<file path="config.mk">
export PLATFORM = sky130hd
export DESIGN_NAME = pcsr_regs
export DESIGN_NICKNAME = d
export VERILOG_FILES = /design/src/verilog/pcsr_pkg.sv /design/src/verilog/pcsr_sync_if.sv /design/src/verilog/pcsr_regs.sv /design/src/verilog/pcsr_status_sync.sv
export SDC_FILE = /design/constraint.sdc
export NUM_CORES = 1
export LEC_CHECK = 0
export BUFFER_PORTS_ARGS = -buffer_cell sky130_fd_sc_hd__clkbuf_2
export CAP_MARGIN = 10
export CORE_MARGIN = 4
export CORE_UTILIZATION = 45
export CTS_BUF_LIST = sky130_fd_sc_hd__clkbuf_8
export CTS_CLUSTER_DIAMETER = 150
export DETAILED_ROUTE_END_ITERATION = 16
export PLACE_DENSITY = 0.79
export SYNTH_ARGS = -nofsm -noshare
export SYNTH_HDL_FRONTEND = slang
export SYNTH_SLANG_ARGS = --single-unit
</file>
<file path="constraint.sdc">
create_clock -name clk -period 2.15 [get_ports clk]
set_input_delay 0.215 -clock clk [delete_from_list [all_inputs] [get_ports clk]]
set_output_delay 0.215 -clock clk [all_outputs]
set_load 0.005 [all_outputs]
</file>
<file path="src/verilog/pcsr_pkg.sv">
// package: register map, field layout and reset values of the pll register slice
`default_nettype none
package pcsr_pkg;
  // register indices (word indices on the wishbone bus; the byte address is index * 4)
  localparam logic [7:0] PCSR_IDX_LOOP     = 8'h14;
  localparam logic [7:0] PCSR_IDX_DIV      = 8'h15;
  localparam logic [7:0] PCSR_IDX_LOCK     = 8'h16;
  localparam logic [7:0] PCSR_IDX_BAND     = 8'h17;
  localparam logic [7:0] PCSR_IDX_FS_LOW   = 8'h18;
  localparam logic [7:0] PCSR_IDX_FS_HIGH  = 8'h19;
  localparam logic [7:0] PCSR_IDX_CTRL     = 8'h12;
  localparam int         PCSR_ADDR_W       = 8;
  // reset values
  localparam logic [7:0] PCSR_RST_LOOP     = 8'hE7;
  localparam logic [7:0] PCSR_RST_DIV      = 8'hC9;
  localparam logic [7:0] PCSR_RST_FS_LOW   = 8'hF9;
  localparam logic [7:0] PCSR_RST_FS_HIGH  = 8'hE1;
  localparam logic [7:0] PCSR_RST_CTRL     = 8'h00;
  localparam logic [7:0] PCSR_RST_STATUS   = 8'h00;
  // field positions
  localparam int PCSR_BW_LSB      = 5;
  localparam int PCSR_CP_LSB      = 0;
  localparam int PCSR_LDIV_LSB    = 6;
  localparam int PCSR_XPT_BIT     = 4;
  localparam int PCSR_VDIV_LSB    = 2;
  localparam int PCSR_RDIV_LSB    = 0;
  localparam int PCSR_LOCK_BIT    = 7;
  localparam int PCSR_ENABLE_BIT  = 7;
  localparam int PCSR_MANUAL_BIT  = 6;
  localparam int PCSR_SYNC_STAGES = 2;
  // wishbone slave states
  typedef enum logic [1:0] {
    PCSR_IDLE = 2'b01,
    PCSR_ACK  = 2'b10
  } pcsr_bus_e;
endpackage
`default_nettype wire

</file>
<file path="src/verilog/pcsr_sync_if.sv">
// interface: raw pll readbacks entering the synchroniser, and their settled copies
`default_nettype none
interface pcsr_sync_if;
  logic       raw_lock;
  logic [3:0] raw_voltage;
  logic [5:0] raw_band;
  logic       lock;
  logic [3:0] voltage;
  logic [5:0] band;
  modport sync (input raw_lock, raw_voltage, raw_band, output lock, voltage, band);
  modport regs (output raw_lock, raw_voltage, raw_band, input lock, voltage, band);
endinterface
`default_nettype wire
</file>
<file path="src/verilog/pcsr_regs.sv">
// top: wishbone register slice for the pll configuration and status of the converter
//
// Summary of operation
// - loop filter bandwidth, bits 7:5 of loop settings, resets 111.
// - charge pump setting, bits 4:0 of loop settings, resets 00111.
// - logic clock ratio bits 7:6 picks divide 2,4,8,16; resets 11.
// - divider bit 4 enables loop divider crosspoint control; resets 0.
// - oscillator output ratio bits 3:2 gives 1,2,4,4; resets 10.
// - loop divider bits 1:0 gives 2,4,8,16; resets 01.
// - lock status bit 7 reads 1 when multiplier output stable; read only.
// - tuning voltage level is a 4-bit read only unsigned readback.
// - when locked, higher band lowers voltage readback, lower band raises it.
// - selected band appears as 6-bit read only field, resets zero.
// - in-phase full scale code: low byte plus bits 1:0 of next.
// - full scale code resets to 1F9, low byte F9, high bits 01.
// - loop settings reset E7, divider settings reset C9.
// - separate enable bit, reset 0, switches the clock multiplier on.
// - manual band mode: 6-bit band field selects lowest to highest band.
`default_nettype none
module pcsr_regs
  import pcsr_pkg::*;
(
  // clock and reset
  input  wire logic                  clk,
  input  wire logic                  rst_n,
  // wishbone classic slave
  input  wire logic                  wb_cyc_i,
  input  wire logic                  wb_stb_i,
  input  wire logic                  wb_we_i,
  input  wire logic [PCSR_ADDR_W+1:0] wb_adr_i,
  input  wire logic [3:0]            wb_sel_i,
  input  wire logic [31:0]           wb_dat_i,
  output logic      [31:0]           wb_dat_o,
  output logic                       wb_ack_o,
  output logic                       wb_err_o,
  // readbacks from the analog pll
  input  wire logic                  pll_lock_raw,
  input  wire logic [3:0]            tuning_voltage_raw,
  input  wire logic [5:0]            band_raw,
  // settings to the analog pll
  output logic                       pll_enable,
  output logic                       manual_band_mode,
  output logic      [5:0]            manual_band,
  output logic      [2:0]            loop_filter_bandwidth,
  output logic      [4:0]            charge_pump_setting,
  output logic      [4:0]            logic_clock_divide,
  output logic                       crosspoint_enable,
  output logic      [2:0]            oscillator_divide,
  output logic      [4:0]            loop_divide,
  output logic      [9:0]            inphase_fullscale
);
  import pcsr_pkg::*;

  // ratio decode, shared by the two power-of-two dividers
  function automatic logic [4:0] pcsr_pow2_ratio(input logic [1:0] code);
    logic [4:0] r;
    r = 5'h02 << code;
    return r;
  endfunction

  function automatic logic [2:0] pcsr_vco_ratio(input logic [1:0] code);
    logic [2:0] r;
    case (code)
      2'h0:    r = 3'h1;
      2'h1:    r = 3'h2;
      default: r = 3'h4;
    endcase
    return r;
  endfunction

  pcsr_sync_if sif ();

  assign sif.raw_lock    = pll_lock_raw;
  assign sif.raw_voltage = tuning_voltage_raw;
  assign sif.raw_band    = band_raw;

  pcsr_status_sync pcsr_status_sync_i (
    .clk   (clk),
    .rst_n (rst_n),
    .sif   (sif)
  );

  logic [7:0] loop_settings_reg;
  logic [7:0] divider_settings_reg;
  logic [7:0] fs_low;
  logic [7:0] fs_high;
  logic [7:0] pll_ctrl;
  pcsr_bus_e  state;
  pcsr_bus_e  next_state;

  // address decode
  wire             req       = wb_cyc_i && wb_stb_i;
  wire [1:0]       adr_low   = wb_adr_i[1:0];
  wire [PCSR_ADDR_W-1:0] idx = wb_adr_i[PCSR_ADDR_W+1:2];
  wire             hit_loop  = (idx == PCSR_IDX_LOOP);
  wire             hit_div   = (idx == PCSR_IDX_DIV);
  wire             hit_lock  = (idx == PCSR_IDX_LOCK);
  wire             hit_band  = (idx == PCSR_IDX_BAND);
  wire             hit_fslo  = (idx == PCSR_IDX_FS_LOW);
  wire             hit_fshi  = (idx == PCSR_IDX_FS_HIGH);
  wire             hit_ctrl  = (idx == PCSR_IDX_CTRL);
  wire             mapped    = (hit_loop || hit_div || hit_lock || hit_band ||
                                hit_fslo || hit_fshi || hit_ctrl) && (adr_low == 2'h0);
  wire             take      = req && (state == PCSR_IDLE);
  // writes land only on lane 0; status registers ignore writes
  wire             wr        = take && mapped && wb_we_i && wb_sel_i[0];
  wire [7:0]       wbyte     = wb_dat_i[7:0];

  // status only carries meaning while the multiplier runs
  wire             lock_live = pll_ctrl[PCSR_ENABLE_BIT] && sif.lock;
  // voltage is passed as sampled; its direction versus band is the analog loop's
  wire [7:0]       lock_byte = {lock_live, 3'h0,
                                pll_ctrl[PCSR_ENABLE_BIT] ? sif.voltage : 4'h0};
  wire [7:0]       band_byte = {2'h0, pll_ctrl[PCSR_ENABLE_BIT] ? sif.band : 6'h00};

  wire [7:0]       rd_byte   = hit_loop ? loop_settings_reg    :
                               hit_div  ? divider_settings_reg :
                               hit_lock ? lock_byte            :
                               hit_band ? band_byte            :
                               hit_fslo ? fs_low               :
                               hit_fshi ? fs_high              :
                               hit_ctrl ? pll_ctrl             : 8'h00;

  always_comb begin
    case (state)
      PCSR_IDLE: next_state = req ? PCSR_ACK : PCSR_IDLE;
      PCSR_ACK:  next_state = PCSR_IDLE;
      default:   next_state = PCSR_IDLE;
    endcase
  end

  always_ff @(posedge clk or negedge rst_n) begin
    if (!rst_n) begin
      state    <= PCSR_IDLE;
      wb_ack_o <= 1'b0;
      wb_err_o <= 1'b0;
      wb_dat_o <= 32'h0000_0000;
    end else begin
      state    <= next_state;
      wb_ack_o <= take && mapped;
      wb_err_o <= take && !mapped;
      wb_dat_o <= (take && mapped && !wb_we_i) ? {24'h00_0000, rd_byte} : 32'h0000_0000;
    end
  end

  always_ff @(posedge clk or negedge rst_n) begin
    if (!rst_n) begin
      loop_settings_reg    <= PCSR_RST_LOOP;
      divider_settings_reg <= PCSR_RST_DIV;
      fs_low               <= PCSR_RST_FS_LOW;
      fs_high              <= PCSR_RST_FS_HIGH;
      pll_ctrl             <= PCSR_RST_CTRL;
    end else if (wr) begin
      if (hit_loop) begin
        loop_settings_reg <= wbyte;
      end
      if (hit_div) begin
        // bit 5 has no function and stays as written
        divider_settings_reg <= wbyte;
      end
      if (hit_fslo) begin
        fs_low <= wbyte;
      end
      if (hit_fshi) begin
        fs_high <= wbyte;
      end
      if (hit_ctrl) begin
        pll_ctrl <= wbyte;
      end
    end
  end

  // analog settings, registered so each output leaves a flip-flop
  always_ff @(posedge clk or negedge rst_n) begin
    if (!rst_n) begin
      pll_enable            <= 1'b0;
      manual_band_mode      <= 1'b0;
      manual_band           <= 6'h00;
      loop_filter_bandwidth <= 3'h7;
      charge_pump_setting   <= 5'h07;
      logic_clock_divide    <= 5'h10;
      crosspoint_enable     <= 1'b0;
      oscillator_divide     <= 3'h4;
      loop_divide           <= 5'h04;
      inphase_fullscale     <= 10'h1F9;
    end else begin
      pll_enable            <= pll_ctrl[PCSR_ENABLE_BIT];
      manual_band_mode      <= pll_ctrl[PCSR_MANUAL_BIT];
      manual_band           <= pll_ctrl[5:0];
      loop_filter_bandwidth <= loop_settings_reg[PCSR_BW_LSB +: 3];
      charge_pump_setting   <= loop_settings_reg[PCSR_CP_LSB +: 5];
      // software must keep reference / ratio under 75 MHz; not checked here
      logic_clock_divide    <= pcsr_pow2_ratio(divider_settings_reg[PCSR_LDIV_LSB +: 2]);
      crosspoint_enable     <= divider_settings_reg[PCSR_XPT_BIT];
      oscillator_divide     <= pcsr_vco_ratio(divider_settings_reg[PCSR_VDIV_LSB +: 2]);
      loop_divide           <= pcsr_pow2_ratio(divider_settings_reg[PCSR_RDIV_LSB +: 2]);
      inphase_fullscale     <= {fs_high[1:0], fs_low};
    end
  end
endmodule
`default_nettype wire

</file>
<file path="src/verilog/pcsr_status_sync.sv">
// module: two-stage synchroniser with stability check for the pll readbacks
`default_nettype none
module pcsr_status_sync
  import pcsr_pkg::*;
(
  // clock and reset
  input  wire logic  clk,
  input  wire logic  rst_n,
  // readbacks
  pcsr_sync_if.sync  sif
);
  localparam int W = 11;
  logic [W-1:0] stage1;
  logic [W-1:0] stage2;
  logic [W-1:0] stage3;
  logic [W-1:0] held;
  wire  [W-1:0] raw_bus = {sif.raw_lock, sif.raw_voltage, sif.raw_band};
  // a multi-bit word may skew across bits; accept only when two samples agree
  wire          stable  = (stage2 == stage3);

  always_ff @(posedge clk or negedge rst_n) begin
    if (!rst_n) begin
      stage1 <= '0;
      stage2 <= '0;
      stage3 <= '0;
      held   <= '0;
    end else begin
      stage1 <= raw_bus;
      stage2 <= stage1;
      stage3 <= stage2;
      if (stable) begin
        held <= stage3;
      end
    end
  end

  assign sif.lock    = held[10];
  assign sif.voltage = held[9:6];
  assign sif.band    = held[5:0];
endmodule
`default_nettype wire

</file>
==> run_results.csv <==
group,metric,value,unit
routing,drt-pass1-iter-count,5,
floorplanning,start_util,0.465,
grt,grt_max_degree,58,
routing,antenna_left,0,
placed_design,gp_congestion,0.778,
sta,setup_viol,0,
critical_path,arrival,2.33,ns
routing,dr_total_vias,3050,
cts,clkSinkCount,134,
pwr,power_density,822,mW/mm^2
critical_path,reg2reg_depth,6,
yosys,syn_avg_cell_area,14.9,sq um
cts,cts_tree,"yes",
sta,slew_headroom,0.617,
floorplanning,die_y,114,um
status,status,"completed",
sta,skew,0.0140,ns
routing,met2_length,4980,um
finish,fillers,880,
finish,area_growth,22.0,%
routing,wl_met3,733,um
yosys,ys_warn_count,0,
critical_path,cp.required,2.46,ns
routing,drc_errors,0,
critical_path,critPathSlowestCell,"dfstp_2",
critical_path,worst_setup_path_end_kind,"flop",
floorplanning,coreArea,0.0109,sq mm
grt,grt_pass1_wl,16000,um
critical_path,crit_fanout,5,
finish,final_common_cell,"dfrtp_1",
placed_design,placed_area,0.00560,sq mm
routing,wl_met1,4140,um
routing,drtIter0Drc,199,
worst_hold_path,hp-class,"in -> reg",
run,drv_cap,0,
critical_path,cp_top_family,"simple AND/OR/NAND/NOR gates",
yosys,ys_ff_latch,134,
yosys,synth_cell_types,40,
sta,holdWs,0.0320,ns
routing,routed_wl,10000,um
placed_design,hpwl,7100,um
critical_path,path_class,"reg -> reg",
critical_path,cp_num_buf_inv,2,
routing,wl_per_cell,16.6,um
critical_path,cpPeakStageDelay,0.52,ns
sta,rsz0062_at_grt,"false",
cts,clk_latency,0.44,ns
sta,drv_slew,0,
routing,routed_via_density,5.05,
cts,cts_max_path_buffers,2,
finish,mostFrequentLayoutCells,"dfrtp_1 (97), clkbuf_2 (81), mux2_2 (51), dfstp_2 (37), conb_1 (26)",
critical_path,path_depth,6,
critical_path,worstSetupStartpointType,"flop",
pwr,p_leak,2.98,nW
floorplanning,ios,136,
floorplanning,rows,38,
cts,root_buffer,"clkbuf_8",
sta,fin_crit_sh,0.938,
floorplanning,die_x,114,um
routing,top_layer,"met4",
finish,diodes,0,
cts,postCtsSetupBuffers,0,
floorplanning,dieArea,0.0131,sq mm
placed_design,portBuffers,82,
cts,cts_buffers,17,
grt,gr-total-overflow,0,
yosys,syn_area,0.00509,sq mm
sta,hold_violations,0,
yosys,synthCells,341,
grt,track_usage,0.163,
critical_path,crit_path_cell_trace,"nand4b_1 > inv_1 > and4_2 > and3_1 > buf_4 > mux2_2",
sta,period_minus_slack,2.02,ns
sta,worstMarginPinSlew,0.566,ns
yosys,yosysSeqAreaShare,0.668,
finish,fin_nets,513,
grt,grt_pass1_vias,3163,
pwr,peakVddDrop,0.475,mV
cts,clk_pin_slew_worst_paths,0.07,ns
finish,drive_above_1_share,0.483,
finish,stdcell_area,0.00620,sq mm
worst_hold_path,whs_path_depth,2,
grt,antenna_found_initial,0,
sta,max_freq,496,MHz
cts,htree_num_levels,4,
[worst reg2reg max path, cell delays in order (launching register included)]
cell and delay, ns:
dfstp_2 0.52, nand4b_1 0.12, inv_1 0.14, and4_2 0.38, and3_1 0.24, buf_4 0.17
mux2_2 0.34
[logic make-up (layout without fill, tap and decap cells)]
family | after synthesis | count (layout) | share of synthesized area
muxes | 63 | 63 | 0.137
buffers and inverters | 41 | 139 | 0.0529
xor gates and xnor gates | 11 | 11 | 0.0189
and+or+nand+nor | 62 | 62 | 0.0787
other | 1 | 26 | 0.000737
AOI/OAI and AO/OA | 29 | 29 | 0.0438
DFF | 134 | 134 | 0.668
[cell type report]
| class | count | area (sq um) | area share |
|---|---|---|---|
| sequential | 134 | 3400 | 0.548 |
| multi-input combinational | 191 | 1520 | 0.245 |
| timing repair buffer | 106 | 653 | 0.105 |
| clock buffer | 20 | 275 | 0.0444 |
| clock inverter | 12 | 175 | 0.0282 |
| tap | 140 | 175 | 0.0282 |
| inverter | 1 | 3.75 | 0.000605 |
[where the power goes]
part | switching [W] | internal (W)
registers | 0.0000235 | 0.00257
clock network | 0.000937 | 0.00135
logic | 0.000130 | 0.0000885
[worst paths after layout]
check,startpoint,end,slack (ns)
max,state[0],divider_settings_reg[1],0.13
min,wb_adr_i[0],wb_err_o,0.03
max reg2reg,state[0],divider_settings_reg[1],0.13
min reg2reg,pcsr_status_sync_i.stage1[9],pcsr_status_sync_i.stage2[9],0.34
max in group asynchronous,rst_n,fs_low[4],1.16
min in group asynchronous,rst_n,state[1],0.28
[Yosys cell counts]
| cell | n | area share |
|---|---|---|
| o2bb2ai_1 | 7 | 0.012 |
| nor3b_2 | 2 | 0.0049 |
| a22oi_1 | 9 | 0.013 |
| dfstp_2 | 37 | 0.19 |
| and4_1 | 1 | 0.0017 |
| nand4_2 | 2 | 0.0049 |
| buf_2 | 2 | 0.0020 |
| nand2_1 | 6 | 0.0044 |
| nor2b_1 | 6 | 0.0074 |
| mux2i_1 | 12 | 0.024 |
| nand3b_1 | 3 | 0.0044 |
| a32oi_1 | 3 | 0.0052 |
| nor3_1 | 2 | 0.0020 |
| a2111oi_2 | 1 | 0.0030 |
| inv_1 | 1 | 0.00074 |
| nor2_1 | 14 | 0.010 |
| nand2b_1 | 4 | 0.0049 |
| nor2_2 | 1 | 0.0012 |
| nand4b_1 | 2 | 0.0034 |
| dfrtp_1 | 97 | 0.48 |
| buf_1 | 4 | 0.0030 |
| or4b_4 | 1 | 0.0027 |
| clkbuf_1 | 5 | 0.0037 |
| buf_6 | 1 | 0.0022 |
| nand4_1 | 2 | 0.0025 |
| o31a_1 | 1 | 0.0017 |
| or2_2 | 1 | 0.0012 |
| o21ai_0 | 5 | 0.0049 |
| xnor2_1 | 11 | 0.019 |
| a21oi_2 | 1 | 0.0017 |
| and3_1 | 1 | 0.0012 |
| nand3_4 | 2 | 0.0069 |
| nor4b_1 | 1 | 0.0017 |
| a21oi_1 | 2 | 0.0020 |
| mux2_2 | 51 | 0.11 |
| nor4_1 | 6 | 0.0074 |
| conb_1 | 1 | 0.00074 |
| buf_4 | 28 | 0.041 |
| and2_1 | 2 | 0.0025 |
| nand3_1 | 3 | 0.0030 |
[metrics by stage]
step	setup TNS, ns	total power (W)	instances	setup slack (ns)	util
after floorplan	0	0.00275	366	0.348	-
after global placement	0	0.00283	558	0.0438	0.512
after detailed placement	-0.258	0.00284	558	-0.0595	0.512
after CTS	0	0.00516	604	0.0537	0.567
after global routing	0	0.00529	604	0.0652	0.567
final	0	0.00510	604	0.133	0.567
[metal layers]
metal / global-route usage / vias up
met1: 0.209 / 1545
li1: - / 1371
met2: 0.259 / 115
met4: 0.0625 / 0
met3: 0.0507 / 19
met5: 0 / -
[timing repair]
item	CTS	global route
endpoints found under the hold margin	41	0
setup endpoints to repair	1	5
resized for setup	1	1
hold buffers	14	0
No activity file was read; power rests on OpenSTA's default activity.
